[config.mk]
export PLATFORM = sky130hd
export DESIGN_NAME = status_indicator_driver
export DESIGN_NICKNAME = d
export VERILOG_FILES = /design/src/hw/status_indicator_pkg.sv /design/src/hw/ms_tick_divider.sv /design/src/hw/status_indicator_driver.sv
export VERILOG_INCLUDE_DIRS = /design/src /design/src/hw
export SDC_FILE = /design/constraint.sdc
export NUM_CORES = 1
export LEC_CHECK = 0
export ABC_AREA = 1
export BUFFER_PORTS_ARGS = -buffer_cell sky130_fd_sc_hd__clkbuf_2
export CELL_PAD_IN_SITES_DETAIL_PLACEMENT = 1
export CELL_PAD_IN_SITES_GLOBAL_PLACEMENT = 1
export CORE_MARGIN = 5
export CORE_UTILIZATION = 41
export CTS_CLUSTER_DIAMETER = 50
export DETAILED_ROUTE_END_ITERATION = 10
export PLACE_DENSITY = 0.8
export SLEW_MARGIN = 15
export SYNTH_ARGS = -nofsm -noshare
export SYNTH_HDL_FRONTEND = slang
export SYNTH_HIERARCHICAL = 1
export SYNTH_SLANG_ARGS = --single-unit
[constraint.sdc]
create_clock -name core_clk -period 1.4 [get_ports core_clk]
set_input_delay 0.21 -clock core_clk [delete_from_list [all_inputs] [get_ports core_clk]]
set_output_delay 0.21 -clock core_clk [all_outputs]
set_load 0.01 [all_outputs]
[src/hw/status_indicator_consts.svh]
/*
  timing constants for the status indicator driver.
  assumes a 250 MHz core clock; counts derive from the ms figures.
*/
`ifndef STATUS_INDICATOR_CONSTS_SVH
`define STATUS_INDICATOR_CONSTS_SVH

// ==========================================
// clock and cadence times
`define CORE_CLK_HZ 250000000
`define CYCLES_PER_MS (`CORE_CLK_HZ / 1000)
`define SEARCH_HIGH_MS 200
`define SEARCH_LOW_MS 1800
`define IDLE_HIGH_MS 1800
`define IDLE_LOW_MS 200
`define DATA_HIGH_MS 125
`define DATA_LOW_MS 125

// ==========================================
// tick divider: one enable pulse per millisecond
`define TICK_CYCLES `CYCLES_PER_MS

`endif

[src/hw/status_indicator_pkg.sv]
/*
  types shared by the status indicator driver.
  assumes nothing beyond a SystemVerilog compiler.
*/
`default_nettype none

package status_indicator_pkg;

  // network conditions reported by the module's controller
  typedef struct packed {
    logic searching;
    logic idle;
    logic data_transfer;
    logic voice_call;
  } net_state_type;

  typedef enum logic [2:0] {
    mode_off,
    mode_search,
    mode_idle,
    mode_data,
    mode_voice
  } blink_mode_type;

  // open-drain pin as output and enable
  typedef struct packed {
    logic out;
    logic oe;
  } od_pin_type;

endpackage

`default_nettype wire

[src/hw/ms_tick_divider.sv]
/*
  divides the core clock down to a one-cycle enable pulse.
  assumes one clock domain; restart aligns the pulse to a new phase.
*/
`default_nettype none

module ms_tick_divider #(
  parameter int unsigned DIVIDE = 250000
) (
  // clock and reset
  input wire logic core_clk,
  input wire logic rst_b,
  // control
  input wire logic restart,
  // enable pulse
  output logic tick
);

  localparam int unsigned W = $clog2(DIVIDE);

  logic [W-1:0] count;

  // ==========================================
  // counter
  always_ff @(posedge core_clk or negedge rst_b) begin
    if (!rst_b) begin
      count <= '0;
      tick <= 1'b0;
    end else if (restart) begin
      count <= '0;
      tick <= 1'b0;
    end else if (count == W'(DIVIDE - 1)) begin
      count <= '0;
      tick <= 1'b1;
    end else begin
      count <= count + 1'b1;
      tick <= 1'b0;
    end
  end

endmodule

`default_nettype wire

[src/hw/status_indicator_driver.sv]
/*
  network activity blinker and open-drain run-status output.
  assumes state inputs and power-up flag come from core_clk logic;
  the board supplies the pull-up on the run-status pin.
*/
// Behaviour
// - searching: 200 ms high, 1800 ms low
// - idle: 1800 ms high, 200 ms low
// - data transfer: 125 ms high, 125 ms low
// - voice call: output steadily high
// - after normal power-up, pull run-status low
// - otherwise release run-status; never drive high
`include "status_indicator_consts.svh"
`default_nettype none

module status_indicator_driver
  import status_indicator_pkg::*;
#(
  parameter int unsigned TICK_CYCLES = `TICK_CYCLES
) (
  // clock and reset
  input wire logic core_clk,
  input wire logic rst_b,
  // module condition
  input wire status_indicator_pkg::net_state_type net_state,
  input wire logic powered_up,
  // pins
  output logic network_activity_indicator,
  output status_indicator_pkg::od_pin_type run_status
);
  import status_indicator_pkg::*;

  blink_mode_type mode;
  blink_mode_type next_mode;
  logic [10:0] ms_count;
  logic [10:0] high_ms;
  logic [10:0] low_ms;
  logic phase_high;
  logic tick;
  logic restart;

  // ==========================================
  // mode selection
  always_comb begin
    if (net_state.voice_call) begin
      next_mode = mode_voice;
    end else if (net_state.data_transfer) begin
      next_mode = mode_data;
    end else if (net_state.idle) begin
      next_mode = mode_idle;
    end else if (net_state.searching) begin
      next_mode = mode_search;
    end else begin
      next_mode = mode_off;
    end
  end

  assign restart = (next_mode != mode);

  always_ff @(posedge core_clk or negedge rst_b) begin
    if (!rst_b) begin
      mode <= mode_off;
    end else begin
      mode <= next_mode;
    end
  end

  // ==========================================
  // phase lengths per mode
  always_comb begin
    case (mode)
      mode_search: begin
        high_ms = 11'(`SEARCH_HIGH_MS);
        low_ms = 11'(`SEARCH_LOW_MS);
      end
      mode_idle: begin
        high_ms = 11'(`IDLE_HIGH_MS);
        low_ms = 11'(`IDLE_LOW_MS);
      end
      mode_data: begin
        high_ms = 11'(`DATA_HIGH_MS);
        low_ms = 11'(`DATA_LOW_MS);
      end
      default: begin
        high_ms = 11'h001;
        low_ms = 11'h001;
      end
    endcase
  end

  ms_tick_divider #(
    .DIVIDE(TICK_CYCLES)
  ) u_tick (
    .core_clk(core_clk),
    .rst_b(rst_b),
    .restart(restart),
    .tick(tick)
  );

  // ==========================================
  // cadence: a state change starts again with a high phase
  always_ff @(posedge core_clk or negedge rst_b) begin
    if (!rst_b) begin
      ms_count <= 11'h000;
      phase_high <= 1'b1;
    end else if (restart) begin
      ms_count <= 11'h000;
      phase_high <= 1'b1;
    end else if (tick) begin
      if (ms_count == (phase_high ? high_ms : low_ms) - 11'h001) begin
        ms_count <= 11'h000;
        phase_high <= !phase_high;
      end else begin
        ms_count <= ms_count + 11'h001;
      end
    end
  end

  always_ff @(posedge core_clk or negedge rst_b) begin
    if (!rst_b) begin
      network_activity_indicator <= 1'b0;
    end else begin
      case (next_mode)
        mode_voice: network_activity_indicator <= 1'b1;
        mode_off: network_activity_indicator <= 1'b0;
        default: begin
          // on restart the first phase is high already
          network_activity_indicator <= restart ? 1'b1 : phase_high;
        end
      endcase
    end
  end

  // ==========================================
  // open-drain run status; out is tied low so it can never drive high
  always_ff @(posedge core_clk or negedge rst_b) begin
    if (!rst_b) begin
      run_status <= '{out: 1'b0, oe: 1'b0};
    end else begin
      run_status <= '{out: 1'b0, oe: powered_up};
    end
  end

  // ==========================================
  // checks
  // the release edge still runs the flops in reset, so checks start one edge later
  logic checks_on;

  always_ff @(posedge core_clk or negedge rst_b) begin
    if (!rst_b) begin
      checks_on <= 1'b0;
    end else begin
      checks_on <= 1'b1;
    end
  end

  voice_steady_high_a: assert property (@(posedge core_clk) disable iff (!rst_b || !checks_on)
    net_state.voice_call |=> network_activity_indicator)
    else $error("indicator not high during voice call");

  od_never_high_a: assert property (@(posedge core_clk) disable iff (!rst_b || !checks_on)
    run_status.out == 1'b0)
    else $error("run status driven high");

  od_follows_up_a: assert property (@(posedge core_clk) disable iff (!rst_b || !checks_on)
    powered_up |=> run_status.oe)
    else $error("run status not pulled low after power-up");

  od_release_a: assert property (@(posedge core_clk) disable iff (!rst_b || !checks_on)
    !powered_up |=> !run_status.oe)
    else $error("run status not released");

  restart_high_a: assert property (@(posedge core_clk) disable iff (!rst_b || !checks_on)
    (restart && next_mode != mode_off) |=> network_activity_indicator)
    else $error("cadence did not restart high");

  data_over_idle_a: assert property (@(posedge core_clk) disable iff (!rst_b || !checks_on)
    (net_state.data_transfer && !net_state.voice_call) |=> mode == mode_data)
    else $error("data transfer priority lost");

  idle_over_search_a: assert property (@(posedge core_clk) disable iff (!rst_b || !checks_on)
    (net_state.idle && !net_state.data_transfer && !net_state.voice_call)
    |=> mode == mode_idle)
    else $error("idle priority lost");

  no_state_low_a: assert property (@(posedge core_clk) disable iff (!rst_b || !checks_on)
    (next_mode == mode_off) |=> !network_activity_indicator)
    else $error("indicator lit with no state");

  cadence_reset_a: assert property (@(posedge core_clk) disable iff (!rst_b || !checks_on)
    restart |=> (ms_count == 11'h000 && phase_high))
    else $error("cadence not restarted");

  phase_hold_a: assert property (@(posedge core_clk) disable iff (!rst_b || !checks_on)
    (!tick && !restart) |=> $stable(phase_high))
    else $error("phase moved between ticks");

  search_len_a: assert property (@(posedge core_clk) disable iff (!rst_b || !checks_on)
    (mode == mode_search && tick && phase_high && ms_count == 11'd199 && !restart)
    |=> !phase_high)
    else $error("search high phase length wrong");

  search_no_early_a: assert property (@(posedge core_clk) disable iff (!rst_b || !checks_on)
    (mode == mode_search && tick && phase_high && ms_count < 11'd199 && !restart)
    |=> phase_high)
    else $error("search high phase ended early");

  search_low_len_a: assert property (@(posedge core_clk) disable iff (!rst_b || !checks_on)
    (mode == mode_search && tick && !phase_high && ms_count == 11'd1799 && !restart)
    |=> phase_high)
    else $error("search low phase length wrong");

  idle_len_a: assert property (@(posedge core_clk) disable iff (!rst_b || !checks_on)
    (mode == mode_idle && tick && phase_high && ms_count == 11'd1799 && !restart)
    |=> !phase_high)
    else $error("idle high phase length wrong");

  idle_low_len_a: assert property (@(posedge core_clk) disable iff (!rst_b || !checks_on)
    (mode == mode_idle && tick && !phase_high && ms_count == 11'd199 && !restart)
    |=> phase_high)
    else $error("idle low phase length wrong");

  data_high_len_a: assert property (@(posedge core_clk) disable iff (!rst_b || !checks_on)
    (mode == mode_data && tick && phase_high && ms_count == 11'd124 && !restart)
    |=> !phase_high)
    else $error("data high phase length wrong");

  data_len_a: assert property (@(posedge core_clk) disable iff (!rst_b || !checks_on)
    (mode == mode_data && tick && !phase_high && ms_count == 11'd124 && !restart)
    |=> phase_high)
    else $error("data low phase length wrong");

endmodule

`default_nettype wire

Yosys cells after proc, flatten, opt, wreduce, memory -nomap -nowiden
Cells that the tools add are included.
W data, S select, Z words.
- eq/ne operators: 7
- reduce and logical (&&, ||, !) cells: 5
- mux-type cells: 19
- $add $sub $neg: 3
- operators by type and width (cell ; count):
    $pmux W11 S3 ; 2
    $mux W11 ; 4
    $mux W18 ; 2
    $add A18 B1 Y18 const B ; 1
    $eq A18 B18 Y1 const B ; 1
    $add A11 B1 Y11 const B ; 1
    $eq A11 B11 Y1 ; 1
    $sub A11 B1 Y11 const B ; 1
    $mux W1 ; 7
    $eq A3 B2 Y1 const B ; 2
    $mux W3 ; 2
    $reduce_bool A2 Y1 ; 2
    $eq A3 B1 Y1 const B ; 1
    $eq A3 B3 Y1 const B ; 1
    $logic_not A3 Y1 ; 1
    $ne A3 B3 Y1 ; 1
    $mux W2 ; 1
    $pmux W1 S2 ; 1
    $reduce_and A2 Y1 ; 1
    $logic_not A1 Y1 ; 1
- bits of input ports: 7
- word-level logic and storage cells: 41
- register bits after elaboration: 36
- output and inout port bits: 3

Longest topological paths before layout
- word-level depth: 8
- gate-level depth with buffers: 13
- depth with buffers taken out: 13

By module
Netlist, hierarchy kept.
- modules (own cells, without submodules) (module ; instances ; area each (µm²) ; sequential area each (µm²) ; cells an instance):
    status_indicator_driver ; 1 ; 1253.7 ; 426.7 ; 179
    ms_tick_divider ; 1 ; 1048.5 ; 475.5 ; 126

Worst setup path before layout
OpenSTA, ideal clock, no wires.
- kind: reg2reg
- start: reg mode[2]
- end: reg u_tick.count[12]
- clock period less this slack: 1.491 ns
- slack: -0.091 ns
- setup time: 0.119 ns
- arrival: 1.373 ns
- stages on the path, launching flop included: 8
- data required time: 1.281 ns
- path buffers: 1
- path through: dfrtp_1 > xor2_1 > nor2_4 > nand2_2 > clkbuf_1 > inv_1 > nand2_2 > nor2_1
- cells in the longest elaborated chain, start to end: 2
- ends and longest elaborated chain (what ; RTL line ; RTL):
    start, declared ; status_indicator_driver.sv:33 ; blink_mode_type mode;
    start signal, assigned ; status_indicator_driver.sv:62 ; mode <= mode_off;
    start signal, assigned ; status_indicator_driver.sv:64 ; mode <= next_mode;
    $ne A3 B3 Y1 ; status_indicator_driver.sv:58 ; assign restart = (next_mode != mode);
    net restart ; status_indicator_driver.sv:40 ; logic restart;
    $mux W18 ; ms_tick_divider.sv:29 ; end else if (restart) begin
    end signal, assigned ; ms_tick_divider.sv:36 ; count <= count + 1'b1;
    end, declared ; ms_tick_divider.sv:21 ; logic [W-1:0] count;
The timed path passes the listed nets, and every way through them passes these cells.
A chain may end at the register's enable or synchronous reset.

Worst setup path after layout
- start: reg mode[2]
- end: reg ms_count[2]
- cells in the longest elaborated chain, start to end: 8
- elaborated cells on any way between the ends: 13
- those cells by class: 1 x add/sub; 5 x eq/ne; 6 x mux; 1 x reduce/logical
- ends and longest elaborated chain (what ; RTL line ; RTL):
    $eq A3 B2 Y1 / $eq A3 B1 Y1 (equally long branches) ; status_indicator_driver.sv:71 ; case (mode)
    $pmux W11 S3 ; status_indicator_driver.sv:71 ;
    $mux W11 ; status_indicator_driver.sv:110 ; if (ms_count == (phase_high ? high_ms : low_ms) - 11'h001) begin
    $sub A11 B1 Y11 ; status_indicator_driver.sv:110 ;
    $eq A11 B11 Y1 ; status_indicator_driver.sv:110 ;
    $mux W11 ; status_indicator_driver.sv:110 ;
    $mux W11 ; status_indicator_driver.sv:109 ; end else if (tick) begin
    $mux W11 ; status_indicator_driver.sv:106 ; end else if (restart) begin
    end signal, assigned ; status_indicator_driver.sv:114 ; ms_count <= ms_count + 11'h001;
    end, declared ; status_indicator_driver.sv:35 ; logic [10:0] ms_count;
Several ways; a longest one is shown, not always the timed one. The select of a mux whose other input is x is not followed.

==> results.sh <==
export IMPL_outcome="finished, violations left"
export IMPL_failed_checks="setup timing"
export IMPL_hpwl_um=4540
export IMPL_finalMaxSlewViolations=0
export IMPL_post_route_period_util=1.13
export IMPL_max_cap_viol_count=0
export IMPL_avgSynthCellArea_um2=7.55
export IMPL_cp_required_ns=1.62
export IMPL_clk_pin_slew_worst_paths_ns=0.07
export IMPL_synthFlopType="dfrtp_1"
export IMPL_skew_ns=0.00681
export IMPL_p_per_area_mw_per_mm2=763
export IMPL_syn_to_final_growth_pct=28.6
export IMPL_async_flop_share=1.00
export IMPL_pwr_share_seq=0.485
export IMPL_wire_per_inst_um=15.6
export IMPL_power_leakage_nw=1.35
export IMPL_drt_pre_antenna_iters=4
export IMPL_yosysWarningCount=6
export IMPL_cts_sinks=36
export IMPL_gp_congestion=0.794
export IMPL_ys_seq_elements=36
export IMPL_place_port_buffers=8
export IMPL_grt_max_degree=37
export IMPL_h_tree_depth=2
export IMPL_clockRootBuffer="clkbuf_8"
export IMPL_max_freq_ghz=0.630
export IMPL_setup_worst_path_end_class="flop"
export IMPL_crit_fanout=5
export IMPL_cts_tree="done"
export IMPL_crit_type="reg -> reg"
export IMPL_hold_violations=0
export IMPL_ir_drop_mv=0.512
export IMPL_cts_made_buffers=5
export IMPL_power_internal_mw=1.58
export IMPL_synth_most_common_cell="nand2_1"
export IMPL_grt_pass1_wl_um=11000
export IMPL_min_period_ns=1.59
export IMPL_drive_gt1_frac=0.332
export IMPL_die_area_mm2=0.00721
export IMPL_synth_area_leaders="dfrtp_1, nand2_1, nor2_1"
export IMPL_routed_via_count=2158
export IMPL_fp_dieH_um=84.9
export IMPL_synthTopCellsByCount="nand2_1, nor2_1, dfrtp_1"
export IMPL_yosysUniqueCellTypes=32
export IMPL_crit_arrival_ns=1.81
export IMPL_drt_antenna_violating_nets=0
export IMPL_initial_utilization=0.421
export IMPL_synthDominantAreaCellType="dfrtp_1"
export IMPL_synth_seq_area_share=0.392
export IMPL_fillers=685
export IMPL_cts_path_max_buffers=2
export IMPL_synth_top_cell_area_share=0.380
export IMPL_p_comb_frac=0.188
export IMPL_nets=363
export IMPL_core_area_mm2=0.00547
export IMPL_final_setup_tns_ns=-2.68
export IMPL_ios=10
export IMPL_grt_overflow_total=0
export IMPL_hold_path_class="in -> reg"
export IMPL_p_sw_frac=0.300
export IMPL_insertion_delay_ns=0.29
export IMPL_synthCells=305
export IMPL_switching_power_uw=678
export IMPL_routed_wl_um=6660
export IMPL_grt_pass1_vias=2301
export IMPL_p_clk_frac=0.327
export IMPL_diodes=0
export IMPL_r2r_setup_slack_ns=-0.19
export IMPL_synth_edff_count=0
export IMPL_post_drt_via_cell_ratio=5.05
export IMPL_netlist_area_mm2=0.00230
export IMPL_rsz0062_at_grt="yes"
export IMPL_first_iter_violations=54
export IMPL_antenna_found_initial=0
export IMPL_fin_ws_ns=-0.189
export IMPL_die_width_um=84.9
export IMPL_syn_num_nets=314
export IMPL_num_rows=27
export IMPL_gr_usage_all_layers=0.190
export IMPL_startpoint_type="flop"
export IMPL_place_ws_ns=-0.179
export IMPL_drc_errors=0
export IMPL_finalSetupViolCount=32
## final cells by class
type	count	area (um^2)	area share
inverter	34	138	0.0465
multi-input combinational	233	1410	0.476
timing repair buffer	44	337	0.114
tap	72	90.1	0.0304
sequential	36	906	0.306
clock buffer	8	80.1	0.0270
## final timing paths
check | from | endpoint | cells past startpoint
min reg2reg | u_tick/count[17]$_DFF_PN0_ | u_tick/count[17]$_DFF_PN0_ | 2
min in group asynchronous | rst_b | u_tick/count[1]$_DFF_PN0_ | 3
max in group asynchronous | rst_b | phase_high$_DFFE_PN1P_ | 3
max reg2reg | mode[2]$_DFF_PN0_ | ms_count[2]$_DFFE_PN0P_ | 7
min | powered_up | run_status[0]$_DFF_PN0_ | 1
max | mode[2]$_DFF_PN0_ | ms_count[2]$_DFFE_PN0P_ | 7
## state kept, by name (all words and copies together), names as in the netlist
register / flops
u_tick/tick: 1
network_activity_indicator: 1
ms_count: 11
run_status: 1
phase_high: 1
u_tick/count: 18
mode: 3
## power by group through the flow
stage	clock [mW]	combinational (mW)	sequential, mW
after global routing	0.795	0.469	1.10
final	0.738	0.424	1.10
after detailed placement	0	0.339	1.10
after floorplan	0	0.217	1.10
after global placement	0	0.329	1.10
after CTS	0.751	0.378	1.09
## cells by family (layout without fill, tap and decap cells)
group                    Yosys count  count (layout)  share of synthesized area
AO/OA/AOI/OAI                     14              14                     0.0364
XOR/XNOR                          13              13                     0.0495
adder cells (fa/ha/maj)            2               2                     0.0109
buffers and inverters             38              86                     0.0685
flip-flops                        36              36                      0.392
other                              1               1                    0.00163
AND/OR/NAND/NOR                  201             203                      0.441
## per-stage QoR
step	cells	utilization	hold slack [ns]	instance area, um^2	total power [mW]
finish	427	0.541	0.0336	2960	2.26
global route	427	0.541	0.0248	2960	2.36
CTS	420	0.516	0.0269	2830	2.22
detailed placement	407	0.478	0.194	2620	1.44
global placement	407	0.478	0.193	2620	1.43
floorplan	305	-	-0.0856	2310	1.32
## cell usage in the layout, fill, tap and decap left out, types with 4 or more instances in the layout
cell | netlist | routed
nand3_1 | 28 | 24
buf_4 | 2 | 31
nand3_4 | 0 | 4
nor2_2 | 3 | 4
nand3_2 | 4 | 4
nand2_4 | 4 | 6
dfrtp_1 | 35 | 32
nand4_1 | 9 | 9
clkbuf_8 | 0 | 5
inv_1 | 26 | 24
nor3_1 | 7 | 6
a21oi_1 | 7 | 6
a21oi_2 | 3 | 4
xor2_1 | 10 | 9
clkbuf_2 | 0 | 8
nand2_2 | 9 | 13
nor2_1 | 39 | 36
inv_2 | 7 | 7
nor2_4 | 9 | 11
nand2_1 | 84 | 77
## critical path, cell delays in order, from the launching register on
cell	delay (ns)
dfrtp_2	0.44
buf_4	0.15
xor2_2	0.18
nor2_4	0.15
buf_4	0.16
nand3b_4	0.13
buf_4	0.17
a21oi_2	0.13
## what timing repair did
action / 4_1_cts / 5_1_grt
cloned: 0 / 2
resized for setup: 23 / 21
hold buffers: 1 / 0
setup buffers: 4 / 5
hold endpoints to repair: 35 / 0
endpoints found under the setup margin: 25 / 31
pin swaps: 5 / 4
## metal layers
layer | share of wire | GRT usage
met1 | 0.42 | 0.226
met2 | 0.54 | 0.343
met4 | 0.023 | 0.0676
met5 | 0 | 0
met3 | 0.016 | 0.0311
(Power assumes the default switching activity.)
